### src/rtl/hprc_pkg.sv
package hprc_pkg;
  // Clock rate in Hz
  localparam int unsigned CLK_HZ = 40000000;
  // Hold and pulse times in milliseconds
  localparam int unsigned ON_HOLD_MS = 250;
  localparam int unsigned OFF_HOLD_MS = 4000;
  localparam int unsigned RST_HOLD_MS = 4000;
  localparam int unsigned PULSE_DEF_MS = 1000;
  localparam int unsigned OFF_EXTRA_MS = 5000;
  localparam int unsigned RST_PULSE_MS = 1000;
  // Millisecond tick divider
  localparam int unsigned MS_CYC = CLK_HZ / 1000;
  // Register byte addresses
  localparam logic [11:0] ADDR_CTRL = 12'h000;
  localparam logic [11:0] ADDR_PULSE = 12'h004;
  localparam logic [11:0] ADDR_STAT = 12'h008;
  // Control field positions
  localparam int CTRL_ON_EN = 0;
  localparam int CTRL_OFF_EN = 1;
  localparam int CTRL_RST_EN = 2;
  localparam int CTRL_PWR_INV = 3;
  localparam int CTRL_RST_INV = 4;
  localparam int CTRL_BLANK_EN = 5;
  // Reset values
  localparam logic [5:0] CTRL_RST_VAL = 6'h00;
  localparam logic [15:0] PULSE_RST_VAL = 16'h03e8;
  // Sequencer states
  typedef enum logic [2:0] {
    ST_IDLE, ST_HOLD_ON, ST_HOLD_OFF, ST_HOLD_RST, ST_PWR_PULSE, ST_OFF_EXTRA, ST_RST_PULSE
  } hprc_state_t;
endpackage : hprc_pkg

### src/rtl/hprc_hold_timer.sv
`timescale 1ns/1ps
`default_nettype none
// Millisecond counter that restarts on clear and saturates
module hprc_hold_timer #(
  parameter int W = 16
) (
  input wire logic pclk, // Clock
  input wire logic presetn, // Async reset, active low
  input wire logic tick, // One-cycle millisecond enable
  input wire logic clr, // Restart count at zero
  output logic [W-1:0] count // Elapsed milliseconds
);
  logic [W-1:0] cnt_q;
  logic [W-1:0] cnt_d;

  // Next count, saturating so long holds never wrap
  always_comb begin
    cnt_d = cnt_q;
    if (clr) begin
      cnt_d = '0;
    end else if (tick && cnt_q != '1) begin
      cnt_d = cnt_q + W'(1);
    end
  end

  // Register
  always_ff @(posedge pclk or negedge presetn) begin
    if (!presetn) begin
      cnt_q <= '0;
    end else begin
      cnt_q <= cnt_d;
    end
  end

  assign count = cnt_q;
endmodule : hprc_hold_timer
`default_nettype wire

### src/rtl/hprc_top.sv
// The placing of the registers and the APB interface to the registers were decided locally.
`timescale 1ns/1ps
`default_nettype none
module hprc_top
  import hprc_pkg::*;
#(
  parameter int unsigned MS_DIV = MS_CYC,
  parameter int unsigned ON_HOLD = ON_HOLD_MS,
  parameter int unsigned OFF_HOLD = OFF_HOLD_MS,
  parameter int unsigned RST_HOLD = RST_HOLD_MS,
  parameter int unsigned OFF_EXTRA = OFF_EXTRA_MS,
  parameter int unsigned RST_PULSE = RST_PULSE_MS
) (
  input wire logic pclk, // 40 MHz clock
  input wire logic presetn, // Async reset, active low
  input wire logic psel, // APB select
  input wire logic penable, // APB enable
  input wire logic pwrite, // APB direction
  input wire logic [11:0] paddr, // APB byte address
  input wire logic [31:0] pwdata, // APB write data
  output logic [31:0] prdata, // APB read data
  output logic pready, // APB ready
  output logic pslverr, // APB error
  input wire logic pwr_sense, // Host switched supply sense
  input wire logic key_confirm, // Confirm key, high pressed
  input wire logic key_cancel, // Cancel key, high pressed
  input wire logic wdog_reset, // Watchdog reset request level
  input wire logic [7:0] fan_cfg, // Fan setting from fan block
  output logic pwr_sw_o, // Power switch drive level
  output logic pwr_sw_oe, // Power switch drive enable
  output logic rst_sw_o, // Reset switch drive level
  output logic rst_sw_oe, // Reset switch drive enable
  output logic disp_blank, // Display blanking
  output logic [7:0] fan_out, // Fan setting held toward fans
  output logic self_restart // One-cycle self restart pulse
);
  // Refuse timings the divider or the 16-bit timer cannot serve
  if (MS_DIV < 2 || ON_HOLD < 1 || OFF_HOLD < 1 || RST_HOLD < 1 || RST_PULSE < 1 || ON_HOLD > 65535 ||
      OFF_HOLD > 65535 || RST_HOLD > 65535 || OFF_EXTRA > 65535 || RST_PULSE > 65535) begin : g_bad_param
    $error("hprc_top: timing parameters out of range");
  end

  localparam int DW = $clog2(MS_DIV);

  logic [DW-1:0] div_q, div_d; // Millisecond divider
  logic tick_q, tick_d; // Millisecond enable
  logic [5:0] ctrl_q, ctrl_d; // Control register
  logic [15:0] pulse_q, pulse_d; // Power pulse width in ms
  logic [31:0] prdata_q, prdata_d; // Read data
  logic pready_q, pready_d; // Ready
  logic pslverr_q, pslverr_d; // Error
  hprc_state_t st_q, st_d; // Sequencer state
  logic tclr; // Restart hold timer
  logic [15:0] tcount; // Hold timer value
  logic pwr_drv_q, pwr_drv_d; // Power line driven
  logic kp_rst_q, kp_rst_d; // Keypad reset driven
  logic rst_oe_q, rst_oe_d; // Reset line driven
  logic pwr_o_q, rst_o_q; // Drive levels
  logic blank_q, blank_d; // Blanking
  logic [7:0] fan_q, fan_d; // Held fan setting
  logic restart_q, restart_d; // Restart pulse
  logic acc; // APB access phase

  assign acc = psel && penable;

  // Divider: one tick per millisecond
  always_comb begin
    div_d = div_q + DW'(1);
    tick_d = 1'b0;
    if (div_q == DW'(MS_DIV - 1)) begin
      div_d = '0;
      tick_d = 1'b1;
    end
  end

  // APB slave, zero wait states, unmapped reads zero with error
  always_comb begin
    ctrl_d = ctrl_q;
    pulse_d = pulse_q;
    prdata_d = prdata_q;
    pready_d = 1'b0;
    pslverr_d = 1'b0;
    if (psel && !penable) begin
      pready_d = 1'b1;
      prdata_d = '0;
      unique case (paddr)
        ADDR_CTRL: begin
          prdata_d = {26'h0, ctrl_q};
        end
        ADDR_PULSE: begin
          prdata_d = {16'h0000, pulse_q};
        end
        ADDR_STAT: begin
          prdata_d = {26'h0, rst_oe_q, pwr_drv_q, blank_q, key_cancel, key_confirm, pwr_sense};
        end
        default: begin
          pslverr_d = 1'b1;
        end
      endcase
    end
    // Software sets each enable and polarity
    // A write lands only at the edge that samples pready high
    if (acc && pready_q && pwrite) begin
      if (paddr == ADDR_CTRL) begin
        ctrl_d = pwdata[5:0];
      end
      if (paddr == ADDR_PULSE) begin
        pulse_d = (pwdata[15:0] == 16'h0000) ? 16'h0001 : pwdata[15:0];
      end
    end
  end

  // Shared hold and pulse timer
  hprc_hold_timer #(.W(16)) u_timer (
    .pclk(pclk),
    .presetn(presetn),
    .tick(tick_q),
    .clr(tclr),
    .count(tcount)
  );

  // Keypad sequencer
  always_comb begin
    st_d = st_q;
    tclr = 1'b0;
    restart_d = 1'b0;
    unique case (st_q)
      ST_IDLE: begin
        tclr = 1'b1;
        if (!pwr_sense && key_confirm && ctrl_q[CTRL_ON_EN]) begin
          st_d = ST_HOLD_ON;
        end else if (pwr_sense && key_cancel && ctrl_q[CTRL_OFF_EN]) begin
          st_d = ST_HOLD_OFF;
        end else if (pwr_sense && key_confirm && ctrl_q[CTRL_RST_EN]) begin
          st_d = ST_HOLD_RST;
        end
      end
      ST_HOLD_ON: begin
        if (!key_confirm || pwr_sense || !ctrl_q[CTRL_ON_EN]) begin
          st_d = ST_IDLE;
        end else if (tcount >= 16'(ON_HOLD)) begin
          st_d = ST_PWR_PULSE;
          tclr = 1'b1;
        end
      end
      ST_HOLD_OFF: begin
        if (!key_cancel || !pwr_sense || !ctrl_q[CTRL_OFF_EN]) begin
          st_d = ST_IDLE;
        end else if (tcount >= 16'(OFF_HOLD)) begin
          st_d = ST_PWR_PULSE;
          tclr = 1'b1;
        end
      end
      ST_HOLD_RST: begin
        if (!key_confirm || !pwr_sense || !ctrl_q[CTRL_RST_EN]) begin
          st_d = ST_IDLE;
        end else if (tcount >= 16'(RST_HOLD)) begin
          st_d = ST_RST_PULSE;
          tclr = 1'b1;
        end
      end
      ST_PWR_PULSE: begin
        if (tcount >= pulse_q) begin
          tclr = 1'b1;
          st_d = key_cancel ? ST_OFF_EXTRA : ST_IDLE;
        end
      end
      ST_OFF_EXTRA: begin
        if (!key_cancel || tcount >= 16'(OFF_EXTRA)) begin
          st_d = ST_IDLE;
        end
      end
      ST_RST_PULSE: begin
        if (tcount >= 16'(RST_PULSE)) begin
          st_d = ST_IDLE;
          restart_d = 1'b1;
        end
      end
      default: begin
        st_d = ST_IDLE;
      end
    endcase
  end

  // Pin drive and side outputs
  always_comb begin
    pwr_drv_d = (st_d == ST_PWR_PULSE) || (st_d == ST_OFF_EXTRA);
    kp_rst_d = (st_d == ST_RST_PULSE);
    // one path for keypad and watchdog
    rst_oe_d = kp_rst_d || wdog_reset;
    blank_d = ctrl_q[CTRL_BLANK_EN] && !pwr_sense;
    // fans keep setting while host off
    fan_d = pwr_sense ? fan_cfg : fan_q;
  end

  // Registers
  always_ff @(posedge pclk or negedge presetn) begin
    if (!presetn) begin
      div_q <= '0;
      tick_q <= 1'b0;
      ctrl_q <= CTRL_RST_VAL;
      pulse_q <= PULSE_RST_VAL;
      prdata_q <= '0;
      pready_q <= 1'b0;
      pslverr_q <= 1'b0;
      st_q <= ST_IDLE;
      pwr_drv_q <= 1'b0;
      kp_rst_q <= 1'b0;
      rst_oe_q <= 1'b0;
      pwr_o_q <= 1'b0;
      rst_o_q <= 1'b0;
      blank_q <= 1'b0;
      fan_q <= 8'h00;
      restart_q <= 1'b0;
    end else begin
      div_q <= div_d;
      tick_q <= tick_d;
      ctrl_q <= ctrl_d;
      pulse_q <= pulse_d;
      prdata_q <= prdata_d;
      pready_q <= pready_d;
      pslverr_q <= pslverr_d;
      st_q <= st_d;
      pwr_drv_q <= pwr_drv_d;
      kp_rst_q <= kp_rst_d;
      rst_oe_q <= rst_oe_d;
      // Asserted level follows polarity bit
      pwr_o_q <= ctrl_d[CTRL_PWR_INV];
      rst_o_q <= ctrl_d[CTRL_RST_INV];
      blank_q <= blank_d;
      fan_q <= fan_d;
      restart_q <= restart_d;
    end
  end

  assign prdata = prdata_q;
  assign pready = pready_q;
  assign pslverr = pslverr_q;
  assign pwr_sw_o = pwr_o_q;
  assign pwr_sw_oe = pwr_drv_q;
  assign rst_sw_o = rst_o_q;
  assign rst_sw_oe = rst_oe_q;
  assign disp_blank = blank_q;
  assign fan_out = fan_q;
  assign self_restart = restart_q;

  // Helper: cycles the keypad reset has been driven
  logic [31:0] rst_cyc_q;
  always_ff @(posedge pclk or negedge presetn) begin
    if (!presetn) begin
      rst_cyc_q <= '0;
    end else begin
      rst_cyc_q <= kp_rst_q ? rst_cyc_q + 32'd1 : 32'd0;
    end
  end

  // power line driven only by a pulse state
  a_pwr_drive_src: assert property (@(posedge pclk) disable iff (!presetn)
    pwr_sw_oe |-> (st_q == ST_PWR_PULSE || st_q == ST_OFF_EXTRA))
    else $error("power line driven outside pulse");
  // reset line only from keypad or watchdog
  a_rst_drive_src: assert property (@(posedge pclk) disable iff (!presetn)
    rst_sw_oe |-> $past(kp_rst_d || wdog_reset))
    else $error("reset line driven without cause");
  // watchdog reaches the reset line next cycle
  a_wdog_shares: assert property (@(posedge pclk) disable iff (!presetn)
    wdog_reset |=> rst_sw_oe)
    else $error("watchdog reset not driven");
  // on-hold needs sense low and confirm
  a_on_start: assert property (@(posedge pclk) disable iff (!presetn)
    (st_q == ST_HOLD_ON && st_d == ST_PWR_PULSE) |-> (key_confirm && !pwr_sense))
    else $error("power on without hold");
  // forced off enters pulse only after hold
  a_off_hold: assert property (@(posedge pclk) disable iff (!presetn)
    (st_q == ST_HOLD_OFF && st_d == ST_PWR_PULSE) |-> tcount >= 16'(OFF_HOLD))
    else $error("forced off too early");
  a_extra_end: assert property (@(posedge pclk) disable iff (!presetn)
    (st_q == ST_OFF_EXTRA && !key_cancel) |=> st_q == ST_IDLE)
    else $error("extension outlived key");
  // restart pulse follows reset pulse end
  a_restart: assert property (@(posedge pclk) disable iff (!presetn)
    self_restart |-> $past(st_q == ST_RST_PULSE) && st_q == ST_IDLE)
    else $error("restart without reset pulse");
  a_enable_gate: assert property (@(posedge pclk) disable iff (!presetn)
    (st_q == ST_IDLE && !ctrl_q[CTRL_RST_EN]) |=> st_q != ST_HOLD_RST)
    else $error("reset hold while disabled");
  // blank tracks sense one cycle later
  a_blank: assert property (@(posedge pclk) disable iff (!presetn)
    (ctrl_q[CTRL_BLANK_EN] && !pwr_sense) |=> disp_blank)
    else $error("display not blanked");
  a_fan_hold: assert property (@(posedge pclk) disable iff (!presetn)
    !pwr_sense |=> $stable(fan_out))
    else $error("fan changed while host off");
  a_release: assert property (@(posedge pclk) disable iff (!presetn)
    (st_q == ST_HOLD_ON && !key_confirm) |=> (st_q == ST_IDLE && !pwr_sw_oe))
    else $error("release did not cancel");
  // sense high never starts power on
  a_sense_on: assert property (@(posedge pclk) disable iff (!presetn)
    (st_q == ST_IDLE && pwr_sense) |=> st_q != ST_HOLD_ON)
    else $error("power on while host on");
  a_rst_len: assert property (@(posedge pclk) disable iff (!presetn)
    kp_rst_q |-> rst_cyc_q <= 32'(RST_PULSE * MS_DIV))
    else $error("keypad reset pulse too long");
endmodule : hprc_top
`default_nettype wire

### config.mk
export PLATFORM = sky130hd
export DESIGN_NAME = hprc_top
export DESIGN_NICKNAME = d
export VERILOG_FILES = /design/src/rtl/hprc_pkg.sv /design/src/rtl/hprc_hold_timer.sv /design/src/rtl/hprc_top.sv
export SDC_FILE = /design/constraint.sdc
export NUM_CORES = 1
export LEC_CHECK = 0
export BUFFER_PORTS_ARGS = -buffer_cell sky130_fd_sc_hd__buf_2
export CAP_MARGIN = 20
export CORE_UTILIZATION = 45
export DETAILED_ROUTE_END_ITERATION = 6
export HOLD_SLACK_MARGIN = 0.12
export PLACE_DENSITY = 0.71
export SLEW_MARGIN = 5
export SYNTH_ARGS = -nofsm -noshare
export SYNTH_HDL_FRONTEND = slang
export SYNTH_HIERARCHICAL = 1
export SYNTH_SLANG_ARGS = --single-unit
export TNS_END_PERCENT = 1
### constraint.sdc
create_clock -name pclk -period 2.7 [get_ports pclk]
set_input_delay 0.54 -clock pclk [delete_from_list [all_inputs] [get_ports pclk]]
set_output_delay 0.54 -clock pclk [all_outputs]
set_load 0.05 [all_outputs]
==> impl_metrics.ini, run 1 <==
[clocking]
worst_skew_pair.late_latency_ns = 0.37
clkSlewWorstSetupHoldPaths_ns = 0.10
htreeDepth = 3
max-clock-path-buffers = 2
root_buffer = clkbuf_8
clock-sinks = 88
cts_made_buffers = 9
cts_tree = built

[synthesis]
syn_inst = 447
synth.top_cells.by_area = dfrtp_1 44%, a22o_1 4.8%, ha_1 4.8%, mux2_2 3.8%, dfstp_2 3.3%
yosysTopAreaCell = dfrtp_1
synth_edf_count = 0
synthArstFlopShare = 1.00
synth.most_common_cell = dfrtp_1
synth_seq_cells = 88
yosysSeqAreaShare = 0.469
synth_top_area_frac = 0.436
ys.flop_type = dfrtp_1
synth_warnings = 6
synth_area_um2 = 4710
postSynthAreaPerCell_um2 = 10.5
ys_top_cells_by_count = 82 x dfrtp_1, 27 x nand2_1, 26 x a22o_1, 26 x nor2_1, 25 x inv_1
synth_cell_type_count = 59

[detailed_routing]
vias = 3765
vias_per_cell = 5.56
routed_wl_mm = 10.7
wl_per_cell_um = 15.8
drtAntennaViolNets = 0
drc_errors = 0
dr.pass1.iters = 4
drtIter0Drc = 219

[global_routing]
overflow = 0
grt_max_degree = 55
grt_pass1_vias = 3778
grt_pass1_wl_mm = 18.0
antenna_found_initial = 0
grt_usage = 0.207

[cells_and_area]
postLayoutCellArea_um2 = 5530
regArea_um2 = 2210
fin_cells = 677
postLayoutCoreUtil = 0.556
syn_to_final_growth_pct = 17.5
num_antenna_cells = 0
nFillCells = 890
fin_nets = 618
drive_above_1_share = 0.292
multi_input_area_um2 = 2300

[floorplan]
boundaryPins = 109
start_util = 0.473
die_x_um = 104
die_h_um = 104
core-area_um2 = 9950
rows = 36
dieArea_um2 = 10900

[worst_hold_path]
holdPathStages = 2
hold_end = rst_sw_oe
hp-class = input pin to flop
min_from = wdog_reset

[pwr]
power.density_nw_per_um2 = 460
power_frac_seq = 0.526
swShare = 0.277
p_leak_nw = 2.62
clockPowerShare = 0.384
vdd_drop_max_mv = 0.323
p_int_mw = 1.84
finalPower_mw = 2.54
combPwrFrac = 0.089
switchingPower_mw = 0.705

[sta]
finalCritPeriodShare = 0.930
hold_viol_final = 0
slew_headroom = 0.555
tns_ns = 0
fin_crit_ns = 2.51
rsz0062_at_grt = false
fin_skew_ns = 0.0155
maxSlewViolCount = 0
finalSetupViolCount = 0
worstMarginPinSlew_ns = 0.665
timing.fmax_mhz = 398

[setup_path]
r2r_cells = 8
r2r_slack_ns = 0.19
regToRegStartpoint = pulse_q[0]
setup.worst_path.class = flop to flop
r2r-end = u_timer/count[4]
worstSetupStartpointType = flop
worst_setup_path_end_kind = flop
crit_fanout = 8
cp_data_arrival_time_ns = 2.80
crit_required_ns = 2.99

[place]
place_inst = 658
portBuffers = 76
finalWeightedCongestion = 0.886
post-dp-hpwl_mm = 7.93
placed_cell_area_um2 = 5260

[job]
maxCapViolCount = 0

[outcome]
status = complete, no violations
==> final cells by class <==
| type | instances | share of cell area |
|---|---|---|
| Tap cell | 133 | 0.0301 |
| Sequential cell | 88 | 0.400 |
| Clock buffer | 9 | 0.0224 |
| Clock inverter | 7 | 0.0156 |
| Timing Repair Buffer | 96 | 0.0991 |
| Multi-Input combinational cell | 319 | 0.416 |
| Inverter | 25 | 0.0170 |
==> cells in the final DEF, fill, tap and decap left out, drive strengths merged, types with 3 or more instances in the layout <==
master	Yosys	layout
a211oi	4	4
xor2	7	7
xnor2	7	7
or4	12	12
inv	25	29
buf	23	95
o211ai	3	3
nor2b	14	14
dfrtp	82	82
or3	5	5
clkbuf	8	9
o21ai	16	16
a21oi	19	19
nor4	12	12
nand2	27	27
and3	8	8
nor2	26	26
mux2i	6	6
nand2b	3	3
ha	18	18
nand4	14	14
conb	1	16
dfstp	6	6
nand3	15	15
o31ai	7	7
a22o	26	26
and4	4	4
nor3	7	7
mux2	22	22
a31oi	4	4
==> power groups by stage <==
stage	Clock [mW]	Sequential, mW	Combinational (mW)
2_1_floorplan	0	1.42	0.102
6_report	0.977	1.34	0.227
5_1_grt	1.07	1.34	0.244
4_1_cts	1.01	1.34	0.229
3_3_place_gp	0	1.36	0.226
3_5_place_dp	0	1.36	0.228
==> cells by family (layout without fill, tap and decap cells) <==
group | after synthesis | count (layout) | synth area share
fa+ha+maj | 18 | 18 | 0.0478
mux | 28 | 28 | 0.0670
simple gates | 153 | 153 | 0.187
flops | 88 | 88 | 0.469
compound gates | 89 | 90 | 0.140
buf+inv | 56 | 137 | 0.0622
xor+xnor | 14 | 14 | 0.0260
other cells | 1 | 16 | 0.000796
==> registers in the layout (all words and copies together), names as in the netlist, 3 cells and up <==
name,cells
div_q,16
prdata,16
pulse_q,16
u_timer/count,16
fan_out,8
ctrl_q,6
st_q,3
==> worst max-delay path by stage <==
stage,from,endpoint,slack [ns],depth (start not counted)
6_report,pulse_q[0],u_timer/count[4],0.19,8
5_1_grt,pulse_q[0],u_timer/count[4],0.06,8
4_1_cts,pulse_q[9],u_timer/count[15],0.001,9
3_5_place_dp,pulse_q[9],u_timer/count[15],0.03,9
3_3_place_gp,pulse_q[9],u_timer/count[9],0.08,9
2_1_floorplan,pulse_q[9],u_timer/count[0],0.08,10
==> critical path, cell delays in order, from the launching register on <==
cell and delay (ns):
dfrtp_1 0.42, ha_1 0.29, nand2b_1 0.14, a2111oi_1 0.42, or4_4 0.20, nand4_1 0.15, a221o_2 0.48, buf_4 0.19
a211oi_2 0.14
==> per-stage QoR <==
stage / hold slack (ns) / setup WS [ns]
after global placement: 0.472 / 0.0816
after floorplan: 0.244 / 0.0808
after detailed placement: 0.487 / 0.0282
final: 0.368 / 0.189
after CTS: 0.354 / 0.00104
after global routing: 0.355 / 0.0600
==> timing repair <==
| action | 4_1_cts | 5_1_grt |
|---|---|---|
| gates resized for setup | 0 | 9 |
| pin swaps | 1 | 6 |
| setup endpoints to repair | 3 | 12 |
| hold endpoints to repair | 3 | 0 |
| gates cloned | 0 | 1 |
| hold buffers | 1 | 0 |
| buffers inserted | 0 | 1 |
==> layer usage <==
metal | vias up | wire length [um] | GRT usage
met3 | 27 | 532 | 0.0464
li1 | 1798 | - | -
met5 | - | 0 | 0
met2 | 122 | 5290 | 0.359
met1 | 1818 | 4590 | 0.248
met4 | 0 | 293 | 0.0786
Note: power is estimated with default switching activity, not from simulation.
==> inputs of run 2 (changes only) <==
REMOVE_ABC_BUFFERS = 1   (was default)
SYNTH_HIERARCHICAL = default   (was 1)
==> run 2 against run 1 <==
Total power decreased by 0.34%. Design area decreased by 1.8%. Flip-flop and latch count unchanged. Maximum frequency increased by 0.13%. Utilization decreased by 0.98 points. Sequential share of layout area increased by 0.72 points. Sequential power about the same. Register-to-register slack about the same. Synthesized cell count decreased by 2.5%. Clock skew decreased by 0.0044 ns. Largest power group unchanged. Highest routed layer unchanged.
==> impl_metrics.ini, run 2 <==
[outcome]
status = complete, no violations

[sta]
slew_headroom = 0.441
timing.fmax_mhz = 399
fin_crit_ns = 2.51
maxSlewViolCount = 0
finalSetupViolCount = 0
hold_viol_final = 0
finalCritPeriodShare = 0.929
fin_skew_ns = 0.0111
tns_ns = 0
worst_slack_ns = 0.192
hold_ws_ns = 0.163
rsz0062_at_grt = false
worstMarginPinSlew_ns = 0.834

[pwr]
combPwrFrac = 0.090
swShare = 0.275
vdd_drop_max_mv = 0.344
p_leak_nw = 2.53
finalPower_mw = 2.53
power.density_nw_per_um2 = 466
switchingPower_mw = 0.695
p_int_mw = 1.84
power_frac_seq = 0.528
clockPowerShare = 0.382

[detailed_routing]
dr.pass1.iters = 4
drc_errors = 0
wl_met1_mm = 4.74
wl_met3_um = 533
drtAntennaViolNets = 0
vias_per_cell = 5.60
wl_met2_mm = 5.09
drtIter0Drc = 172
maxUsedRoutingLayer = met4
routed_wl_mm = 10.5
vias = 3688
wl_per_cell_um = 15.9

[global_routing]
grt_usage = 0.204
grt_pass1_vias = 3707
overflow = 0
grt_pass1_wl_mm = 17.8
antenna_found_initial = 0
grt_max_degree = 46

[floorplan]
dieArea_um2 = 10800
rows = 36
start_util = 0.471
core-area_um2 = 9950
die_x_um = 104
die_h_um = 104
boundaryPins = 109

[place]
portBuffers = 76
placed_cell_area_um2 = 5220
place_inst = 642
post-dp-hpwl_mm = 7.86
pre_cts_ws_ns = 0.214
finalWeightedCongestion = 0.895

[synthesis]
ys.flop_type = dfrtp_1
syn_inst = 436
synth.most_common_cell = dfrtp_1
synth_adder_area_share = 0.0507
synth_area_um2 = 4690
synth_top_area_frac = 0.437
synth_top_family_by_area = simple AND/OR/NAND/NOR gates
synth_edf_count = 0
yosysSeqAreaShare = 0.471
yosysTopAreaCell = dfrtp_1
ys_top_cells_by_count = 82 x dfrtp_1, 28 x a22o_1, 25 x inv_1
synth_compound_area_frac = 0.157
synthMuxAreaShare = 0.0512
synth_xor_area_frac = 0.0467
synth.top_cells.by_area = dfrtp_1 44%, a22o_1 5.2%, ha_1 5.1%, mux2_2 3.8%, dfstp_2 3.4%
synthSimpleGateAreaFrac = 0.157
synth_seq_cells = 88
synth_cell_type_count = 56
synth_warnings = 0
synthArstFlopShare = 1.00
postSynthAreaPerCell_um2 = 10.8

[setup_path]
worstSetupStartpointType = flop
setup.worst_path.class = flop to flop
crit_slowest_cell = or4_4
r2r_cells = 7
cp_data_arrival_time_ns = 2.74
r2r-end = u_timer.count[15]
crit_start = u_timer.count[15]
endpoint = u_timer.count[15]
worst_setup_path_end_kind = flop
slowest_delay_ns = 0.57
cp_cell_sequence = ha_1 > nand4_1 > or3_1 > or4_4 > nand4_2 > buf_12 > a22oi_1
regToRegStartpoint = u_timer.count[15]
crit_fanout = 16
r2r_slack_ns = 0.19
crit_required_ns = 2.93

[clocking]
clock-sinks = 88
cts_tree = built
cts_resized = 0
max-clock-path-buffers = 2
worst_skew_pair.late_latency_ns = 0.36
root_buffer = clkbuf_8
holdBufCountCts = 0
clkSlewWorstSetupHoldPaths_ns = 0.10
cts_made_buffers = 9
htreeDepth = 3
postCtsSetupBuffers = 0

[cells_and_area]
drive_above_1_share = 0.284
postLayoutCellArea_um2 = 5430
final_common_cell = dfrtp_1
fin_nets = 600
fin_cells = 658
nFillCells = 877
postLayoutCoreUtil = 0.546
layout_common_cells = 82 x dfrtp_1, 75 x buf_2, 28 x a22o_1, 25 x inv_1, 24 x nor2_1
num_antenna_cells = 0
syn_to_final_growth_pct = 15.8

[job]
maxCapViolCount = 0

[worst_hold_path]
hp-class = input pin to asynchronous set/reset pin
[run 2: cell count changes after synthesis, sizes merged, moves of 4 or more]
cell,previous run,this run
o21ai,16,6
nor2b,14,7
xor2,7,14
mux2,22,16
or4,12,6
nand2,27,22
o31ai,7,2
a22oi,1,5
and4,4,0
nand3,15,11
o2111ai,0,4
o22ai,2,6
or3,5,9
xnor2,7,11
[run 2: power by group through the flow]
stage               Combinational, mW  Sequential (mW)  Clock (mW)
finish                          0.227             1.34       0.967
global route                    0.243             1.34        1.06
CTS                             0.229             1.34       0.996
detailed placement              0.229             1.36           0
global placement                0.225             1.36           0
floorplan                      0.0773             1.42           0
[run 2: final cells by class]
| type | instances | area, um^2 | share of cell area |
|---|---|---|---|
| clock buffers | 9 | 124 | 0.0228 |
| clock inverters | 7 | 88.8 | 0.0164 |
| inverters | 25 | 93.8 | 0.0173 |
| multi-input cells | 305 | 2230 | 0.410 |
| flip-flops and latches | 88 | 2210 | 0.407 |
| well taps | 133 | 166 | 0.0306 |
| repair buffers | 91 | 520 | 0.0958 |
[run 2: how the worst min path moves through the flow]
stage / from / depth (start not counted) / slack [ns] / endpoint
floorplan: presetn / 0 / 0.24 / ctrl_q[0]
global placement: div_q[0] / 1 / 0.46 / div_q[0]
detailed placement: div_q[0] / 1 / 0.47 / div_q[0]
CTS: presetn / 1 / 0.17 / prdata[14]
global route: presetn / 1 / 0.19 / prdata[9]
finish: presetn / 1 / 0.16 / prdata[9]
[run 2: cell families (layout without fill, tap and decap cells)]
| group | after synthesis | count (layout) |
|---|---|---|
| buffers and inverters | 58 | 132 |
| multiplexers | 22 | 22 |
| AO/OA/AOI/OAI | 92 | 92 |
| AND/OR/NAND/NOR | 131 | 131 |
| XOR/XNOR | 25 | 25 |
| adder cells (fa/ha/maj) | 19 | 19 |
| other | 1 | 16 |
| flip-flops | 88 | 88 |
[run 2: per-layer routing]
metal  track usage  vias up
met5             0        -
met4        0.0571        0
met2         0.341      107
met3        0.0363       12
met1         0.273     1828
li1              -     1741
[run 2: worst max-delay path: cells and delay by family, from the launching register on]
family	cells	cell delay, ns
DFF	1	0.47
and+or+nand+nor	4	1.28
buffers and inverters	1	0.17
AOI/OAI and AO/OA	1	0.10
adders and majority gates	1	0.35
==> inputs of run 3 (changes only) <==
RECOVER_POWER = 100   (was default)
SETUP_SLACK_MARGIN = 0.2   (was default)
==> run 3 against run 2 <==
Sequential power barely moved. Final cell count is 0.76% higher. Register-to-register slack improved by 0.04 ns. Sequential share of layout area up 0.60 points. Die area unchanged. First-iteration DRC count up 8.7%. Wire length rose by 1.3%. Largest cell class is now flip-flops and latches. Via count rose by 0.65%. Utilization decreased by 0.77 points. Highest routed layer unchanged. Design area decreased by 1.4%.
==> impl_metrics.ini, run 3 (synthesized netlist as in run 2, its figures left out) <==
[cells_and_area]
fin_nets = 605
num_antenna_cells = 0
drive_above_1_share = 0.198
nFillCells = 914
final_common_cell = dfrtp_1
syn_to_final_growth_pct = 14.2
layout_common_cells = 81 x dfrtp_1, 42 x buf_2, 38 x clkbuf_1, 28 x a22o_1, 25 x inv_1

[pwr]
switchingPower_mw = 0.702
power_frac_seq = 0.528
swShare = 0.277
p_leak_nw = 2.41
clockPowerShare = 0.384
p_int_mw = 1.83
power.density_nw_per_um2 = 473
vdd_drop_max_mv = 0.350
combPwrFrac = 0.087

[floorplan]
rows = 36
die_x_um = 104
start_util = 0.471
dieArea_um2 = 10800
boundaryPins = 109
die_h_um = 104
core-area_um2 = 9950

[clocking]
htreeDepth = 3
max-clock-path-buffers = 2
clkSlewWorstSetupHoldPaths_ns = 0.10
clock-sinks = 88
holdBufCountCts = 0
root_buffer = clkbuf_8
cts_tree = built
cts_made_buffers = 9
worst_skew_pair.late_latency_ns = 0.36

[sta]
slew_headroom = 0.258
hold_ws_ns = 0.376
worstMarginPinSlew_ns = 1.11
maxSlewViolCount = 0
rsz0062_at_grt = false
worst_slack_ns = 0.235
fin_crit_ns = 2.47
hold_viol_final = 0
timing.fmax_mhz = 406
finalCritPeriodShare = 0.913
finalSetupViolCount = 0
tns_ns = 0
fin_skew_ns = 0.0119

[worst_hold_path]
hp-class = input pin to asynchronous set/reset pin

[global_routing]
overflow = 0
grt_use_met3 = 0.0363
grt_busiest_layer = met2
grt_use_met2 = 0.341
grt_usage = 0.204
antenna_found_initial = 0
grt_max_degree = 46
grt_pass1_wl_mm = 17.8
grt_pass1_vias = 3707
gr-usage-met1 = 0.273

[detailed_routing]
dr.pass1.iters = 5
drtAntennaViolNets = 0
vias = 3712
drtIter0Drc = 187
vias_per_cell = 5.60
routed_wl_mm = 10.6
wl_per_cell_um = 16.0
drc_errors = 0

[setup_path]
crit_fanout = 16
crit_required_ns = 2.93
cp_data_arrival_time_ns = 2.69
worst_setup_path_end_kind = flop
r2r_cells = 7
regToRegStartpoint = u_timer.count[15]
worstSetupStartpointType = flop
crit_start = u_timer.count[15]
setup.worst_path.class = flop to flop

[place]
pre_cts_ws_ns = 0.214
post-dp-hpwl_mm = 7.86
portBuffers = 76
finalWeightedCongestion = 0.895

[outcome]
status = complete, no violations

[job]
maxCapViolCount = 0
run 3: cell types whose count changed in the layout (fill, tap and decap cells not counted), sizes merged:
cell	delta
buf	-34
clkbuf	+39
run 3: power groups by stage:
stage          combinational, mW  sequential, mW  clock [mW]
2_1_floorplan             0.0773            1.42           0
3_3_place_gp               0.225            1.36           0
3_5_place_dp               0.229            1.36           0
4_1_cts                    0.229            1.34       0.996
5_1_grt                    0.238            1.34        1.06
6_report                   0.222            1.34       0.974
run 3: timing repair:
action,in CTS,in global routing
gates resized for setup,1,1
buffers inserted,0,5
setup endpoints to repair,2,17
pin swaps,0,1
run 3: critical path, cell delays in order, from the launching register on:
cell and delay (ns):
dfrtp_2 0.45, ha_1 0.32, nand4_1 0.11, or3_1 0.43, or4_1 0.59, nand4_1 0.18, buf_12 0.16, a22oi_1 0.09
run 3: cell type report:
cell class / instances / area [um^2] / area share
Clock buffer: 9 / 124 / 0.0231
Clock inverter: 7 / 88.8 / 0.0166
Inverter: 25 / 93.8 / 0.0175
Multi-Input combinational cell: 305 / 2180 / 0.406
Sequential cell: 88 / 2210 / 0.413
Tap cell: 133 / 166 / 0.0311
Timing Repair Buffer: 96 / 495 / 0.0925
run 3: worst paths after layout:
kind	end	slack [ns]
worst max register to register	u_timer.count[15]	0.23
max in group asynchronous	u_timer.count[10]	1.50
worst max-delay path	u_timer.count[15]	0.23
worst min register to register	div_q[0]	0.48
min in group pclk	fan_out[0]	0.41
worst min-delay path	prdata[14]	0.38
run 3: per-stage QoR:
stage               cells  instance area (um^2)  utilization  power, mW
floorplan             418                  4530            -       1.49
global placement      642                  5220        0.524       1.59
detailed placement    642                  5220        0.524       1.59
CTS                   658                  5430        0.546       2.56
global route          663                  5360        0.538       2.64
finish                663                  5360        0.538       2.53
run 3: metal layers:
layer / wire [um] / vias up
met2: 5120 / 110
li1: - / 1743
met3: 527 / 12
met4: 110 / 0
met1: 4860 / 1847
met5: 0 / -
